File: config.mk
export PLATFORM = sky130hd
export DESIGN_NAME = disk_cmd_block_decoder
export DESIGN_NICKNAME = d
export VERILOG_FILES = /design/src/disk_cmd_pkg.sv /design/src/disk_cmd_block_decoder.sv /design/src/step_pulse_gen.sv /design/src/step_rate_table.sv
export SDC_FILE = /design/constraint.sdc
export NUM_CORES = 1
export LEC_CHECK = 0
export BUFFER_PORTS_ARGS = -buffer_cell sky130_fd_sc_hd__buf_2
export CELL_PAD_IN_SITES_DETAIL_PLACEMENT = 1
export CELL_PAD_IN_SITES_GLOBAL_PLACEMENT = 1
export CORE_MARGIN = 2
export CORE_UTILIZATION = 52
export DETAILED_ROUTE_END_ITERATION = 8
export PLACE_DENSITY = 0.88
export SYNTH_ARGS = -nofsm -noshare
export SYNTH_HDL_FRONTEND = slang
export SYNTH_HIERARCHICAL = 1
export SYNTH_SLANG_ARGS = --single-unit
File: constraint.sdc
create_clock -name clk -period 81.6 [get_ports clk]
set_input_delay 12.24 -clock clk [delete_from_list [all_inputs] [get_ports clk]]
set_output_delay 12.24 -clock clk [all_outputs]
set_load 0.01 [all_outputs]
File: src/disk_cmd_pkg.sv
// Constants, field layout and command decode helpers for the command block decoder.
// Assumes one 100 MHz clock shared by every user of this package.
package disk_cmd_pkg;

  // ----------------------------------------
  // Block and clock
  // ----------------------------------------
  localparam int        CMD_BYTES = 6;
  localparam int        CLK_NS    = 10;
  localparam logic [2:0] LAST_IDX = 3'h5;

  // ----------------------------------------
  // Field positions
  // ----------------------------------------
  localparam int         UNIT_LSB        = 5;
  localparam logic [2:0] UNIT_MAX        = 3'h1;
  localparam int         CTL_SERVO_BIT   = 4;
  localparam int         CTL_PATTERN_BIT = 5;
  localparam int         CTL_ECC_BIT     = 6;
  localparam int         CTL_RETRY_BIT   = 7;
  localparam logic [7:0] FILL_PATTERN    = 8'h6C;
  localparam logic [1:0] RETRY_COUNT     = 2'h3;
  localparam logic [7:0] COMPLETION_BYTE = 8'h00;
  localparam logic [3:0] STEP_DEFAULT    = 4'h0;

  // ----------------------------------------
  // Step periods
  // ----------------------------------------
  localparam int STEP_3MS_NS   = 3000000;
  localparam int STEP_200US_NS = 200000;
  localparam int STEP_70US_NS  = 70000;
  localparam int STEP_30US_NS  = 30000;
  localparam int STEP_15US_NS  = 15000;
  localparam int STEP_12US_NS  = 12000;
  localparam int STEP_3MS_CYC   = (STEP_3MS_NS + CLK_NS - 1) / CLK_NS;
  localparam int STEP_200US_CYC = (STEP_200US_NS + CLK_NS - 1) / CLK_NS;
  localparam int STEP_70US_CYC  = (STEP_70US_NS + CLK_NS - 1) / CLK_NS;
  localparam int STEP_30US_CYC  = (STEP_30US_NS + CLK_NS - 1) / CLK_NS;
  localparam int STEP_15US_CYC  = (STEP_15US_NS + CLK_NS - 1) / CLK_NS;
  localparam int STEP_12US_CYC  = (STEP_12US_NS + CLK_NS - 1) / CLK_NS;
  localparam int STEP_W         = 19;

  // ----------------------------------------
  // Command bytes (class in 7:5, opcode in 4:0)
  // ----------------------------------------
  localparam logic [7:0] OP_FMT_DRIVE = 8'h04;
  localparam logic [7:0] OP_CHK_FMT   = 8'h05;
  localparam logic [7:0] OP_FMT_TRACK = 8'h06;
  localparam logic [7:0] OP_FMT_BAD   = 8'h07;
  localparam logic [7:0] OP_READ      = 8'h08;
  localparam logic [7:0] OP_WRITE     = 8'h0A;
  localparam logic [7:0] OP_SEEK      = 8'h0B;
  localparam logic [7:0] OP_FMT_ALT   = 8'h0E;
  localparam logic [7:0] OP_WR_BUF    = 8'h0F;
  localparam logic [7:0] OP_RD_BUF    = 8'h10;
  localparam logic [7:0] OP_REINIT    = 8'hC2;
  localparam logic [7:0] OP_RAM_DIAG  = 8'hE0;
  localparam logic [7:0] OP_DRV_DIAG  = 8'hE3;
  localparam logic [7:0] OP_CTL_DIAG  = 8'hE4;
  localparam logic [7:0] OP_RD_LONG   = 8'hE5;
  localparam logic [7:0] OP_WR_LONG   = 8'hE6;

  function automatic logic is_format(input logic [7:0] c);
    return c == OP_FMT_DRIVE || c == OP_CHK_FMT || c == OP_FMT_TRACK ||
           c == OP_FMT_BAD || c == OP_FMT_ALT;
  endfunction

  function automatic logic is_xfer(input logic [7:0] c);
    return c == OP_READ || c == OP_WRITE || c == OP_RD_LONG || c == OP_WR_LONG;
  endfunction

  function automatic logic is_supported(input logic [7:0] c);
    logic class0;
    class0 = (c[7:5] == 3'h0) && (c[4:0] <= 5'h10 || c[4:0] == 5'h13) &&
             c[4:0] != 5'h02 && c[4:0] != 5'h09;
    return class0 || c == 8'hC0 || c == OP_REINIT || c == OP_RAM_DIAG ||
           c == OP_DRV_DIAG || c == OP_CTL_DIAG || c == OP_RD_LONG || c == OP_WR_LONG;
  endfunction

  function automatic logic uses_unit(input logic [7:0] c);
    return !(c == OP_WR_BUF || c == OP_RD_BUF || c == OP_RAM_DIAG || c == OP_CTL_DIAG);
  endfunction

  function automatic logic uses_ctl(input logic [7:0] c);
    return is_format(c) || is_xfer(c) || c == OP_SEEK || c == OP_DRV_DIAG;
  endfunction

endpackage

File: src/disk_cmd_block_decoder.sv
// Six-byte command block decoder with status and completion byte return.
// Assumes byte stream, engine handshake and drive flags are logic on clk.
//
// Summary of operation
// - take exactly six bytes before decoding
// - first byte holds class and opcode
// - unit from byte 1 top; 0,1 legal
// - 21-bit sector address from bytes 1-3
// - address names sector or track
// - track commands drop the sector part
// - byte 4 is full transfer count
// - control bits 0-3 set step rate
// - control bit 4 requests servo write
// - bit 5 clear fills 6C, else buffer
// - read bit 6 enables immediate correction
// - bit 7 clear: three retries, then restore
// - unused control byte ignored entirely
// - step codes map to fixed periods
// - recognise class 6 and 7 commands
// - every command ends with status byte
// - status top bits carry unit
// - status bits 4,3 zero, bit 1 error
// - all-zero completion byte follows status
// - status bit 2 shows write protect
// - status bit 0 shows cartridge changed
`timescale 1ns/100ps
module disk_cmd_block_decoder #(
  parameter int STEP_3MS_CYC   = disk_cmd_pkg::STEP_3MS_CYC,
  parameter int STEP_200US_CYC = disk_cmd_pkg::STEP_200US_CYC,
  parameter int STEP_70US_CYC  = disk_cmd_pkg::STEP_70US_CYC
) (
  // Clock and reset
  input  wire logic        clk,
  input  wire logic        nrst,
  // Command byte stream
  input  wire logic        cmd_valid,
  input  wire logic [7:0]  cmd_data,
  output logic             cmd_ready,
  // Drive geometry
  input  wire logic [7:0]  sectors_per_track,
  // Execution handshake
  output logic             exec_start,
  input  wire logic        exec_done,
  input  wire logic        exec_error,
  input  wire logic        write_protect,
  input  wire logic        cartridge_changed,
  // Decoded command
  output logic [7:0]       cmd_code,
  output logic [2:0]       unit_num,
  output logic [20:0]      sector_addr,
  output logic             track_only,
  output logic [7:0]       xfer_count,
  output logic [7:0]       interleave,
  output logic             servo_write,
  output logic [7:0]       fill_pattern,
  output logic             pattern_from_buffer,
  output logic             ecc_immediate,
  output logic [1:0]       retry_limit,
  output logic             restore_retry,
  // Stepping
  input  wire logic        step_req,
  output logic             step_pulse,
  // Status return
  output logic             resp_valid,
  output logic [7:0]       resp_data,
  input  wire logic        resp_ready
);

  // ----------------------------------------
  // State
  // ----------------------------------------
  typedef enum logic [2:0] {
    S_COLLECT,
    S_DECODE,
    S_EXEC,
    S_STATUS,
    S_COMPLETE
  } state_e;

  typedef struct packed {
    state_e          state;
    logic [2:0]      idx;
    logic [5:0][7:0] blk;
    logic [2:0]      unit;
    logic [20:0]     lsa;
    logic            trk;
    logic [7:0]      cnt;
    logic [7:0]      ilv;
    logic [3:0]      step;
    logic            servo;
    logic            pat_buf;
    logic            ecc;
    logic [1:0]      retry;
    logic            restore;
    logic            start;
    logic [7:0]      resp;
  } dec_s;

  dec_s st_reg;
  dec_s st_next;

  // ----------------------------------------
  // Decode terms
  // ----------------------------------------
  logic [7:0]  cmd;
  logic [7:0]  ctl;
  logic [2:0]  unit_in;
  logic [20:0] lsa_raw;
  logic [20:0] lsa_sect;
  logic        ctl_used;
  logic        fmt;
  logic        fmt_pat;
  logic        bad;

  assign cmd = st_reg.blk[0];
  assign ctl_used = disk_cmd_pkg::uses_ctl(cmd);
  assign ctl      = ctl_used ? st_reg.blk[5] : 8'h00;
  assign unit_in = st_reg.blk[1][7:disk_cmd_pkg::UNIT_LSB];
  assign lsa_raw = {st_reg.blk[1][4:0], st_reg.blk[2], st_reg.blk[3]};
  assign fmt     = disk_cmd_pkg::is_format(cmd);
  // Check track format carries no pattern or servo option
  assign fmt_pat = fmt && cmd != disk_cmd_pkg::OP_CHK_FMT;

  // sector offset within track
  // Divider is large but only settles once per command
  assign lsa_sect = (sectors_per_track == 8'h00) ? 21'h000000 :
                    21'(lsa_raw % {13'h0000, sectors_per_track});

  assign bad = !disk_cmd_pkg::is_supported(cmd) ||
               (disk_cmd_pkg::uses_unit(cmd) && unit_in > disk_cmd_pkg::UNIT_MAX);

  // ----------------------------------------
  // Sequencer
  // ----------------------------------------
  function automatic logic [7:0] status_byte(input logic [2:0] u, input logic err);
    // bits 4,3 zero, bit 1 error
    return {u, 2'b00, write_protect, err, cartridge_changed};
  endfunction

  always_comb begin
    st_next       = st_reg;
    st_next.start = 1'b0;
    unique case (st_reg.state)
      S_COLLECT: begin
        if (cmd_valid) begin
          st_next.blk[st_reg.idx] = cmd_data;
          st_next.idx             = st_reg.idx + 3'h1;
          if (st_reg.idx == disk_cmd_pkg::LAST_IDX) begin
            st_next.idx   = 3'h0;
            st_next.state = S_DECODE;
          end
        end
      end
      S_DECODE: begin
        st_next.unit = unit_in;
        st_next.trk  = fmt || cmd == disk_cmd_pkg::OP_SEEK;
        st_next.lsa  = st_next.trk ? lsa_raw - lsa_sect : lsa_raw;
        st_next.cnt  = disk_cmd_pkg::is_xfer(cmd) ? st_reg.blk[4] : 8'h00;
        st_next.ilv  = fmt ? st_reg.blk[4] : 8'h00;
        st_next.step = ctl_used ? ctl[3:0] : disk_cmd_pkg::STEP_DEFAULT;
        st_next.servo   = fmt_pat && ctl[disk_cmd_pkg::CTL_SERVO_BIT];
        st_next.pat_buf = fmt_pat && ctl[disk_cmd_pkg::CTL_PATTERN_BIT];
        st_next.ecc     = cmd == disk_cmd_pkg::OP_READ && ctl[disk_cmd_pkg::CTL_ECC_BIT];
        st_next.restore = ctl_used && !ctl[disk_cmd_pkg::CTL_RETRY_BIT];
        st_next.retry   = st_next.restore ? disk_cmd_pkg::RETRY_COUNT : 2'h0;
        if (bad) begin
          st_next.resp  = status_byte(unit_in, 1'b1);
          st_next.state = S_STATUS;
        end else begin
          st_next.start = 1'b1;
          st_next.state = S_EXEC;
        end
      end
      S_EXEC: begin
        if (exec_done) begin
          st_next.resp  = status_byte(st_reg.unit, exec_error);
          st_next.state = S_STATUS;
        end
      end
      S_STATUS: begin
        if (resp_ready) begin
          st_next.resp  = disk_cmd_pkg::COMPLETION_BYTE;
          st_next.state = S_COMPLETE;
        end
      end
      S_COMPLETE: begin
        if (resp_ready) begin
          st_next.state = S_COLLECT;
        end
      end
    endcase
  end

  always_ff @(posedge clk or negedge nrst) begin
    if (!nrst) begin
      st_reg <= '0;
    end else begin
      st_reg <= st_next;
    end
  end

  // ----------------------------------------
  // Outputs
  // ----------------------------------------
  assign cmd_ready           = st_reg.state == S_COLLECT;
  assign exec_start          = st_reg.start;
  assign cmd_code            = cmd;
  assign unit_num            = st_reg.unit;
  assign sector_addr         = st_reg.lsa;
  assign track_only          = st_reg.trk;
  assign xfer_count          = st_reg.cnt;
  assign interleave          = st_reg.ilv;
  assign servo_write         = st_reg.servo;
  assign fill_pattern        = disk_cmd_pkg::FILL_PATTERN;
  assign pattern_from_buffer = st_reg.pat_buf;
  assign ecc_immediate       = st_reg.ecc;
  assign retry_limit         = st_reg.retry;
  assign restore_retry       = st_reg.restore;
  assign resp_valid          = st_reg.state == S_STATUS || st_reg.state == S_COMPLETE;
  assign resp_data           = st_reg.resp;

  // ----------------------------------------
  // Stepping
  // ----------------------------------------
  logic [disk_cmd_pkg::STEP_W-1:0] step_period;

  step_rate_table #(
    .STEP_3MS_CYC   (STEP_3MS_CYC),
    .STEP_200US_CYC (STEP_200US_CYC),
    .STEP_70US_CYC  (STEP_70US_CYC)
  ) u_table (
    .clk    (clk),
    .nrst   (nrst),
    .code   (st_reg.step),
    .period (step_period)
  );

  step_pulse_gen u_steps (
    .clk        (clk),
    .nrst       (nrst),
    .step_req   (step_req),
    .period     (step_period),
    .step_pulse (step_pulse)
  );
endmodule // disk_cmd_block_decoder

File: src/step_pulse_gen.sv
// Emits one-cycle step pulses spaced by a period while stepping is requested.
// Assumes the period input is held steady for the whole seek.
`timescale 1ns/100ps
module step_pulse_gen (
  // Clock and reset
  input  wire logic                            clk,
  input  wire logic                            nrst,
  // Control
  input  wire logic                            step_req,
  input  wire logic [disk_cmd_pkg::STEP_W-1:0] period,
  output logic                                 step_pulse
);

  typedef struct packed {
    logic [disk_cmd_pkg::STEP_W-1:0] cnt;
    logic                            pulse;
  } gen_s;

  gen_s st_reg;
  gen_s st_next;

  always_comb begin
    st_next       = st_reg;
    st_next.pulse = 1'b0;
    if (!step_req) begin
      st_next.cnt = '0;
    end else if (st_reg.cnt == '0) begin
      st_next.pulse = 1'b1;
      st_next.cnt   = period - disk_cmd_pkg::STEP_W'(1);
    end else begin
      st_next.cnt = st_reg.cnt - disk_cmd_pkg::STEP_W'(1);
    end
  end

  always_ff @(posedge clk or negedge nrst) begin
    if (!nrst) begin
      st_reg <= '0;
    end else begin
      st_reg <= st_next;
    end
  end

  assign step_pulse = st_reg.pulse;

endmodule // step_pulse_gen

File: src/step_rate_table.sv
// Registered lookup from step rate code to step period in clock cycles.
// Assumes the code is stable logic on the same clock.
`timescale 1ns/100ps
module step_rate_table #(
  parameter int STEP_3MS_CYC   = disk_cmd_pkg::STEP_3MS_CYC,
  parameter int STEP_200US_CYC = disk_cmd_pkg::STEP_200US_CYC,
  parameter int STEP_70US_CYC  = disk_cmd_pkg::STEP_70US_CYC
) (
  // Clock and reset
  input  wire logic                            clk,
  input  wire logic                            nrst,
  // Lookup
  input  wire logic [3:0]                      code,
  output logic      [disk_cmd_pkg::STEP_W-1:0] period
);

  typedef struct packed {
    logic [disk_cmd_pkg::STEP_W-1:0] period;
  } tab_s;

  tab_s st_reg;
  tab_s st_next;

  always_comb begin
    st_next = st_reg;
    unique case (code)
      4'h4:    st_next.period = disk_cmd_pkg::STEP_W'(STEP_200US_CYC);
      4'h5:    st_next.period = disk_cmd_pkg::STEP_W'(STEP_70US_CYC);
      4'h6:    st_next.period = disk_cmd_pkg::STEP_W'(disk_cmd_pkg::STEP_30US_CYC);
      4'h7:    st_next.period = disk_cmd_pkg::STEP_W'(disk_cmd_pkg::STEP_15US_CYC);
      4'h8:    st_next.period = disk_cmd_pkg::STEP_W'(disk_cmd_pkg::STEP_12US_CYC);
      // reserved and spare codes step slow
      default: st_next.period = disk_cmd_pkg::STEP_W'(STEP_3MS_CYC);
    endcase
  end

  always_ff @(posedge clk or negedge nrst) begin
    if (!nrst) begin
      st_reg <= '0;
    end else begin
      st_reg <= st_next;
    end
  end

  assign period = st_reg.period;
endmodule // step_rate_table
==> results of run 1 <==
-- kinds of logic (layout without fill, tap and decap cells) --
family / after synthesis / count (layout)
other: 3 / 15
AO/OA/AOI/OAI: 673 / 673
flip-flops: 143 / 143
multiplexers: 109 / 109
adder cells (fa/ha/maj): 167 / 167
XOR/XNOR: 106 / 106
buffers and inverters: 204 / 183
AND/OR/NAND/NOR: 831 / 831
-- routing by layer --
metal	vias up	track usage (%)	wire length, um
met5	-	0	0
met4	0	13.61	2373
met3	156	3.446	2587
met2	531	58.80	28930
met1	8697	39.49	24560
li1	8183	-	-
-- worst max-delay path by stage --
stage	startpoint	end	slack, ps	depth (start not counted)
3_3_place_gp	sectors_per_track[5]	sector_addr[20]	12920	236
4_1_cts	sectors_per_track[5]	sector_addr[20]	10180	235
6_report	sectors_per_track[5]	sector_addr[20]	9580	235
3_5_place_dp	sectors_per_track[5]	sector_addr[20]	9970	234
2_1_floorplan	sectors_per_track[0]	sector_addr[20]	17440	256
5_1_grt	sectors_per_track[5]	sector_addr[20]	4580	239
-- area by class of cell --
class / count / share of cell area, %
Timing Repair Buffer: 103 / 2.994
Clock buffer: 18 / 2.308
Multi-Input combinational cell: 1901 / 70.55
Sequential cell: 143 / 19.24
Inverter: 49 / 0.9891
Tap cell: 448 / 3.014
Clock inverter: 13 / 0.9016
-- metrics by stage --
stage               cells  instance area, um2  hold slack [ps]  setup WS, ps
floorplan            2248               17810            429.3         17440
global placement     2644               18000            436.2         12920
detailed placement   2644               18000            457.1          9971
CTS                  2675               18600            485.3         10180
global route         2675               18600            514.3          4578
finish               2675               18600            482.3          9583
-- placed cells by master, fill, tap and decap left out, types with 18 or more instances in the layout --
master / count
nor3_1: 112
xor2_1: 36
a21o_1: 77
xnor2_1: 70
a211oi_1: 20
nand3_1: 45
nand4_1: 22
nor4_1: 21
inv_1: 48
buf_2: 88
and2_1: 18
nand2b_1: 30
ha_1: 162
mux2i_1: 28
nand2_1: 252
o21a_1: 74
a21oi_1: 125
o21ai_0: 122
nor2b_1: 24
nor2_1: 177
a31oi_1: 21
dfrtp_1: 143
mux2_2: 78
or3_1: 23
o31ai_1: 46
-- worst max-delay path: cells and delay by family --
family | cells | cell delay, ps
fa+ha+maj | 21 | 6780
compound gates | 133 | 31170
simple gates | 61 | 17280
mux | 9 | 3330
buf+inv | 11 | 1400
==> impl_metrics.toml, run 1 <==
[critical_path]
r2r.worst_path.cells = 235
timing_worst_setup_path_type = "in -> reg"
worst_r2r_endpoint = "sector_addr[20]"
timing.reg2reg.setup_slack_ps = 21510
cp_max_fo = 24
worst_path_max_delay_cell = "o41ai_2"
crit_arrival_ps = 72280
timing.critical_path.to_type = "flop"
max_stage_delay_ps = 970
cp_data_required_time_ps = 81870
timing.critical_path.mode_cell = "o21a_1"
critPathLaunchType = "primary input"

[logic_synthesis]
ys_ff_latch = 143
synthMostInstantiatedCell = "nand2_1"
synth_top_area_cells = "dfrtp_1 (20%), ha_1 (11%), nand2_1 (5.3%)"
ys_seq_area_share_pct = 20.15
muxShareOfSynthArea_pct = 6.756
synth.avg_cell_area_um2 = 7.943
synth-async-reset-ratio_pct = 100.0
syn_area_mm2 = 0.01776
combinational_family_with_the_most_area_after_synthesis = "compound AO/OA/AOI/OAI gates"
netlist_top_cells_count = "nand2_1 (252), nor2_1 (177), ha_1 (162), dfrtp_1 (143), a21oi_1 (125)"
post_synth_fa_ha_maj_area_fraction_pct = 11.81
synth-compound-area-share_pct = 26.31
yosys_most_used_dff = "dfrtp_1"
ys.warnings.count = 6
synth.distinct_cells = 118
synth_top_cell_area_share_pct = 20.15
netlist.top_cell.by_area = "dfrtp_1"
yosys.area_share.simple_pct = 23.39
synth-edff-count = 0
netlist_instances = 2236
synth_xor_area_share_pct = 5.227

[global_routing]
grt_start_max_net_pins = 86
grt_pass1_wl_mm = 95.56
globalRouteTotalUtil_pct = 32.64
total_congestion_overflow_after_global_routing = 0
initial_antenna_violation_count = 0
first_global_vias = 18210

[floorplanning]
fp.dieArea_mm2 = 0.03565
floorplan.core_area_mm2 = 0.03362
io_pins = 100
initial_core_utilization_pct = 52.83
die_y_um = 188.8
core.rowCount = 67
chipWidth_um = 188.8

[sta]
unrepaired_setup_endpoints_after_global_routing = "no"
worstMarginPinSlew_ps = 1424
report.final.slew_viol_count = 0
max_freq_mhz = 13.89
fin_tns_setup_ps = 0
finalClockSkew_ps = 10.95
period_share_pct = 88.26
report.final.setup_viol = 0
relSlewSlack_pct = 4.332
period_needed_ps = 72020
final_hold_viol_count = 0

[routing]
drc_errors = 0
first_pass_iters = 5
wl_per_cell_um = 21.85
drt_iter0_markers = 1064
routed_via_density = 6.567
drt.antenna.violating_nets = 0
drt_wl_total_mm = 58.45
via_count = 17570

[place]
gp_congestion = 0.9113
place.port_buffers = 89
hpwl_mm = 43.37

[final_layout]
nNetsFinal = 2404
drive_gt1_share_pct = 12.84
final_util_pct = 55.32
area_growth_syn_to_layout_pct = 4.699
ff_latch_area_mm2 = 0.003578
multi_input_gate_area_in_the_final_layout_mm2 = 0.01312
fill_cells = 4194
num_antenna_cells = 0

[job]
drv_cap = 0

[clock_network]
cts-root-to-sink-buffers = 2
post_cts_hold_buffer_count = 0
cts.repair.resized = 0
cts-root-buf = "clkbuf_16"
post-cts-setup-buffer-count = 0
clkSinkCount = 143
tritoncts_clock_tree = "yes"
clock_edge_transition_at_the_registers_on_the_reported_setup_and_hold_paths_ps = 70
numCtsBuffers = 17
clock_tree.htree_level_count = 4
insertion_delay_ps = 430

[run_status]
outcome = "complete, no violations"

[worst_hold_path]
hold_path_end = "ecc_immediate"
hp_class = "reg -> reg"
hold_depth = 2
hold_path.startpoint = "ecc_immediate"
Power of run 1 is not shown: default switching activity piles up to over one toggle a cycle in this logic, so the estimate is an artifact.
==> run 2, diff against run 1 <==
--- a/config.mk
+++ b/config.mk
@@ -5,13 +5,14 @@
 export SDC_FILE = /design/constraint.sdc
 export NUM_CORES = 1
 export LEC_CHECK = 0
+export ABC_AREA = 1
 export BUFFER_PORTS_ARGS = -buffer_cell sky130_fd_sc_hd__buf_2
 export CELL_PAD_IN_SITES_DETAIL_PLACEMENT = 1
 export CELL_PAD_IN_SITES_GLOBAL_PLACEMENT = 1
 export CORE_MARGIN = 2
-export CORE_UTILIZATION = 52
+export CORE_UTILIZATION = 49
 export DETAILED_ROUTE_END_ITERATION = 8
-export PLACE_DENSITY = 0.88
+export PLACE_DENSITY = 0.87
 export SYNTH_ARGS = -nofsm -noshare
 export SYNTH_HDL_FRONTEND = slang
 export SYNTH_HIERARCHICAL = 1
==> impl_metrics.toml, run 2 <==
[run_status]
outcome = "complete, no violations"

[global_routing]
initial_antenna_violation_count = 0
globalRouteTotalUtil_pct = 29.19
first_global_vias = 18440
total_congestion_overflow_after_global_routing = 0
grt_start_max_net_pins = 84
grt_pass1_wl_mm = 91.37

[routing]
routed_via_density = 5.616
detailroute.wirelength.met2_mm = 27.05
via_count = 17640
detail_route_met3_wl_mm = 1.565
dr.max_layer_used = "met4"
wl_per_cell_um = 17.48
first_pass_iters = 7
drc_errors = 0
drt_iter0_markers = 763
drt_wl_total_mm = 54.92
drt.antenna.violating_nets = 0
wl_met1_mm = 24.85

[place]
place.port_buffers = 89
dpl_cell_area_mm2 = 0.01786
hpwl_mm = 42.49
gp_congestion = 0.9058

[critical_path]
timing.critical_path.to_type = "flop"
timing_worst_setup_path_type = "in -> reg"
critPathLaunchType = "primary input"
max_stage_delay_ps = 460
cp_top_family = "compound AO/OA/AOI/OAI gates"
crit_arrival_ps = 59310
timing.critical_path.buf_inv = 49
cp_data_required_time_ps = 81930
cp_max_fo = 24
worst_path_max_delay_cell = "o21ai_0"
timing.critical_path.mode_cell = "nand2_1"

[logic_synthesis]
ys_ff_latch = 143
synth_top_area_cells = "dfrtp_1 (20%), nand2_1 (14%), ha_1 (12%)"
synth_xor_area_share_pct = 5.441
syn_area_mm2 = 0.01755
synthMostInstantiatedCell = "nand2_1"
synth.distinct_cells = 62
synth.avg_cell_area_um2 = 6.584
yosys.area_share.simple_pct = 34.46
yosys_most_used_dff = "dfrtp_1"
ys.warnings.count = 6
combinational_family_with_the_most_area_after_synthesis = "simple AND/OR/NAND/NOR gates"
post_synth_fa_ha_maj_area_fraction_pct = 11.78
synth-async-reset-ratio_pct = 100.0
synth_top_cell_area_share_pct = 20.39
synth-compound-area-share_pct = 15.06
netlist_top_cells_count = "nand2_1 (664), inv_1 (339), nor2_1 (228), o21ai_0 (190), nand3_1 (165)"
ys_seq_area_share_pct = 20.39
netlist_instances = 2665
netlist.top_cell.by_area = "dfrtp_1"
synth-edff-count = 0
muxShareOfSynthArea_pct = 0

[sta]
hold_ws_ps = 482.0
final_hold_viol_count = 0
fin_tns_setup_ps = 0
relSlewSlack_pct = 29.57
worstMarginPinSlew_ps = 1056
period_share_pct = 72.28
finalClockSkew_ps = 12.89
unrepaired_setup_endpoints_after_global_routing = "no"
report.final.setup_viol = 0
period_needed_ps = 58980
max_freq_mhz = 16.95
report.final.slew_viol_count = 0

[clock_network]
post_cts_hold_buffer_count = 0
cts-root-buf = "clkbuf_16"
clock_tree.htree_level_count = 4
cts.repair.resized = 0
cts-root-to-sink-buffers = 2
clock_edge_transition_at_the_registers_on_the_reported_setup_and_hold_paths_ps = 70
clkSinkCount = 143
post-cts-setup-buffer-count = 0
tritoncts_clock_tree = "yes"
insertion_delay_ps = 440
numCtsBuffers = 17

[worst_hold_path]
hp_class = "reg -> reg"

[final_layout]
drive_gt1_share_pct = 12.42
num_antenna_cells = 0
area_growth_syn_to_layout_pct = 5.163
stdcell_area_mm2 = 0.01845
fill_cells = 4865
nNetsFinal = 2857
layout.cells.most_common_list = "nand2_1 (664), inv_1 (339), nor2_1 (228)"
leading_cell_type_in_the_layout_fill_and_taps_excluded = "nand2_1"

[floorplanning]
initial_core_utilization_pct = 49.57
die_y_um = 193.2
io_pins = 100
fp.dieArea_mm2 = 0.03734
floorplan.core_area_mm2 = 0.03540
core.rowCount = 69
chipWidth_um = 193.2

[job]
drv_cap = 0
## run 2: cell count changes after synthesis, moves of 32 or more
cell / change
a21o_1: -63
inv_1: +291
mux2_2: -78
nand2_1: +412
nand2_2: +43
nand3_1: +120
nor2_1: +51
nor3_1: -93
o21a_1: -70
o21ai_0: +68
o31ai_1: -32
## run 2: path summary, 6_finish.rpt
| kind | slack [ps] | depth (start not counted) | from | to |
|---|---|---|---|---|
| worst max-delay path | 22620 | 307 | sectors_per_track[3] | sector_addr[20] |
| worst min-delay path | 480 | 2 | interleave[1] | interleave[1] |
| worst max register to register | 34620 | 304 | flop | sector_addr[20] |
| worst min register to register | 480 | 2 | interleave[1] | interleave[1] |
| max in group asynchronous | 68330 | 2 | nrst | asynchronous set/reset pin |
| min in group asynchronous | 11780 | 1 | nrst | u_steps/st_reg[1] |
## run 2: cell type report
| type | instances | area, um2 | area share [%] |
|---|---|---|---|
| Timing Repair Buffer | 101 | 541.8 | 2.936 |
| Inverter | 368 | 1381 | 7.486 |
| Sequential cell | 143 | 3578 | 19.39 |
| Clock inverter | 15 | 163.9 | 0.8883 |
| Multi-Input combinational cell | 2037 | 11790 | 63.87 |
| Tap cell | 461 | 576.8 | 3.126 |
| Clock buffer | 17 | 425.4 | 2.305 |
## run 2: cells by family (layout without fill, tap and decap cells)
kind of cell,count (synthesis),after routing
buffers and inverters,497,501
AND/OR/NAND/NOR,1298,1298
other,3,15
flip-flops,143,143
adder cells (fa/ha/maj),164,164
AO/OA/AOI/OAI,451,451
XOR/XNOR,109,109
## run 2: stage by stage
stage	utilization, %	std cells	setup slack [ps]
4_1_cts	52.13	3142	22800
3_5_place_dp	50.47	3110	22710
3_3_place_gp	50.47	3110	25720
6_report	52.13	3142	22620
2_1_floorplan	-	2677	29630
5_1_grt	52.13	3142	17220
## run 2: per-layer routing
| layer | track usage [%] | up-vias |
|---|---|---|
| li1 | - | 8610 |
| met1 | 37.31 | 8627 |
| met2 | 51.90 | 312 |
| met3 | 3.068 | 95 |
| met4 | 8.510 | 0 |
| met5 | 0 | - |
## run 2: worst register-to-register path: cells and delay by family, from the launching register on
kind	cells	cell delay, ps
buffers and inverters	47	5000
and+or+nand+nor	139	16730
DFF	1	450
adders and majority gates	23	7090
AOI/OAI and AO/OA	95	17680
Power of run 2 is left out for the same reason.
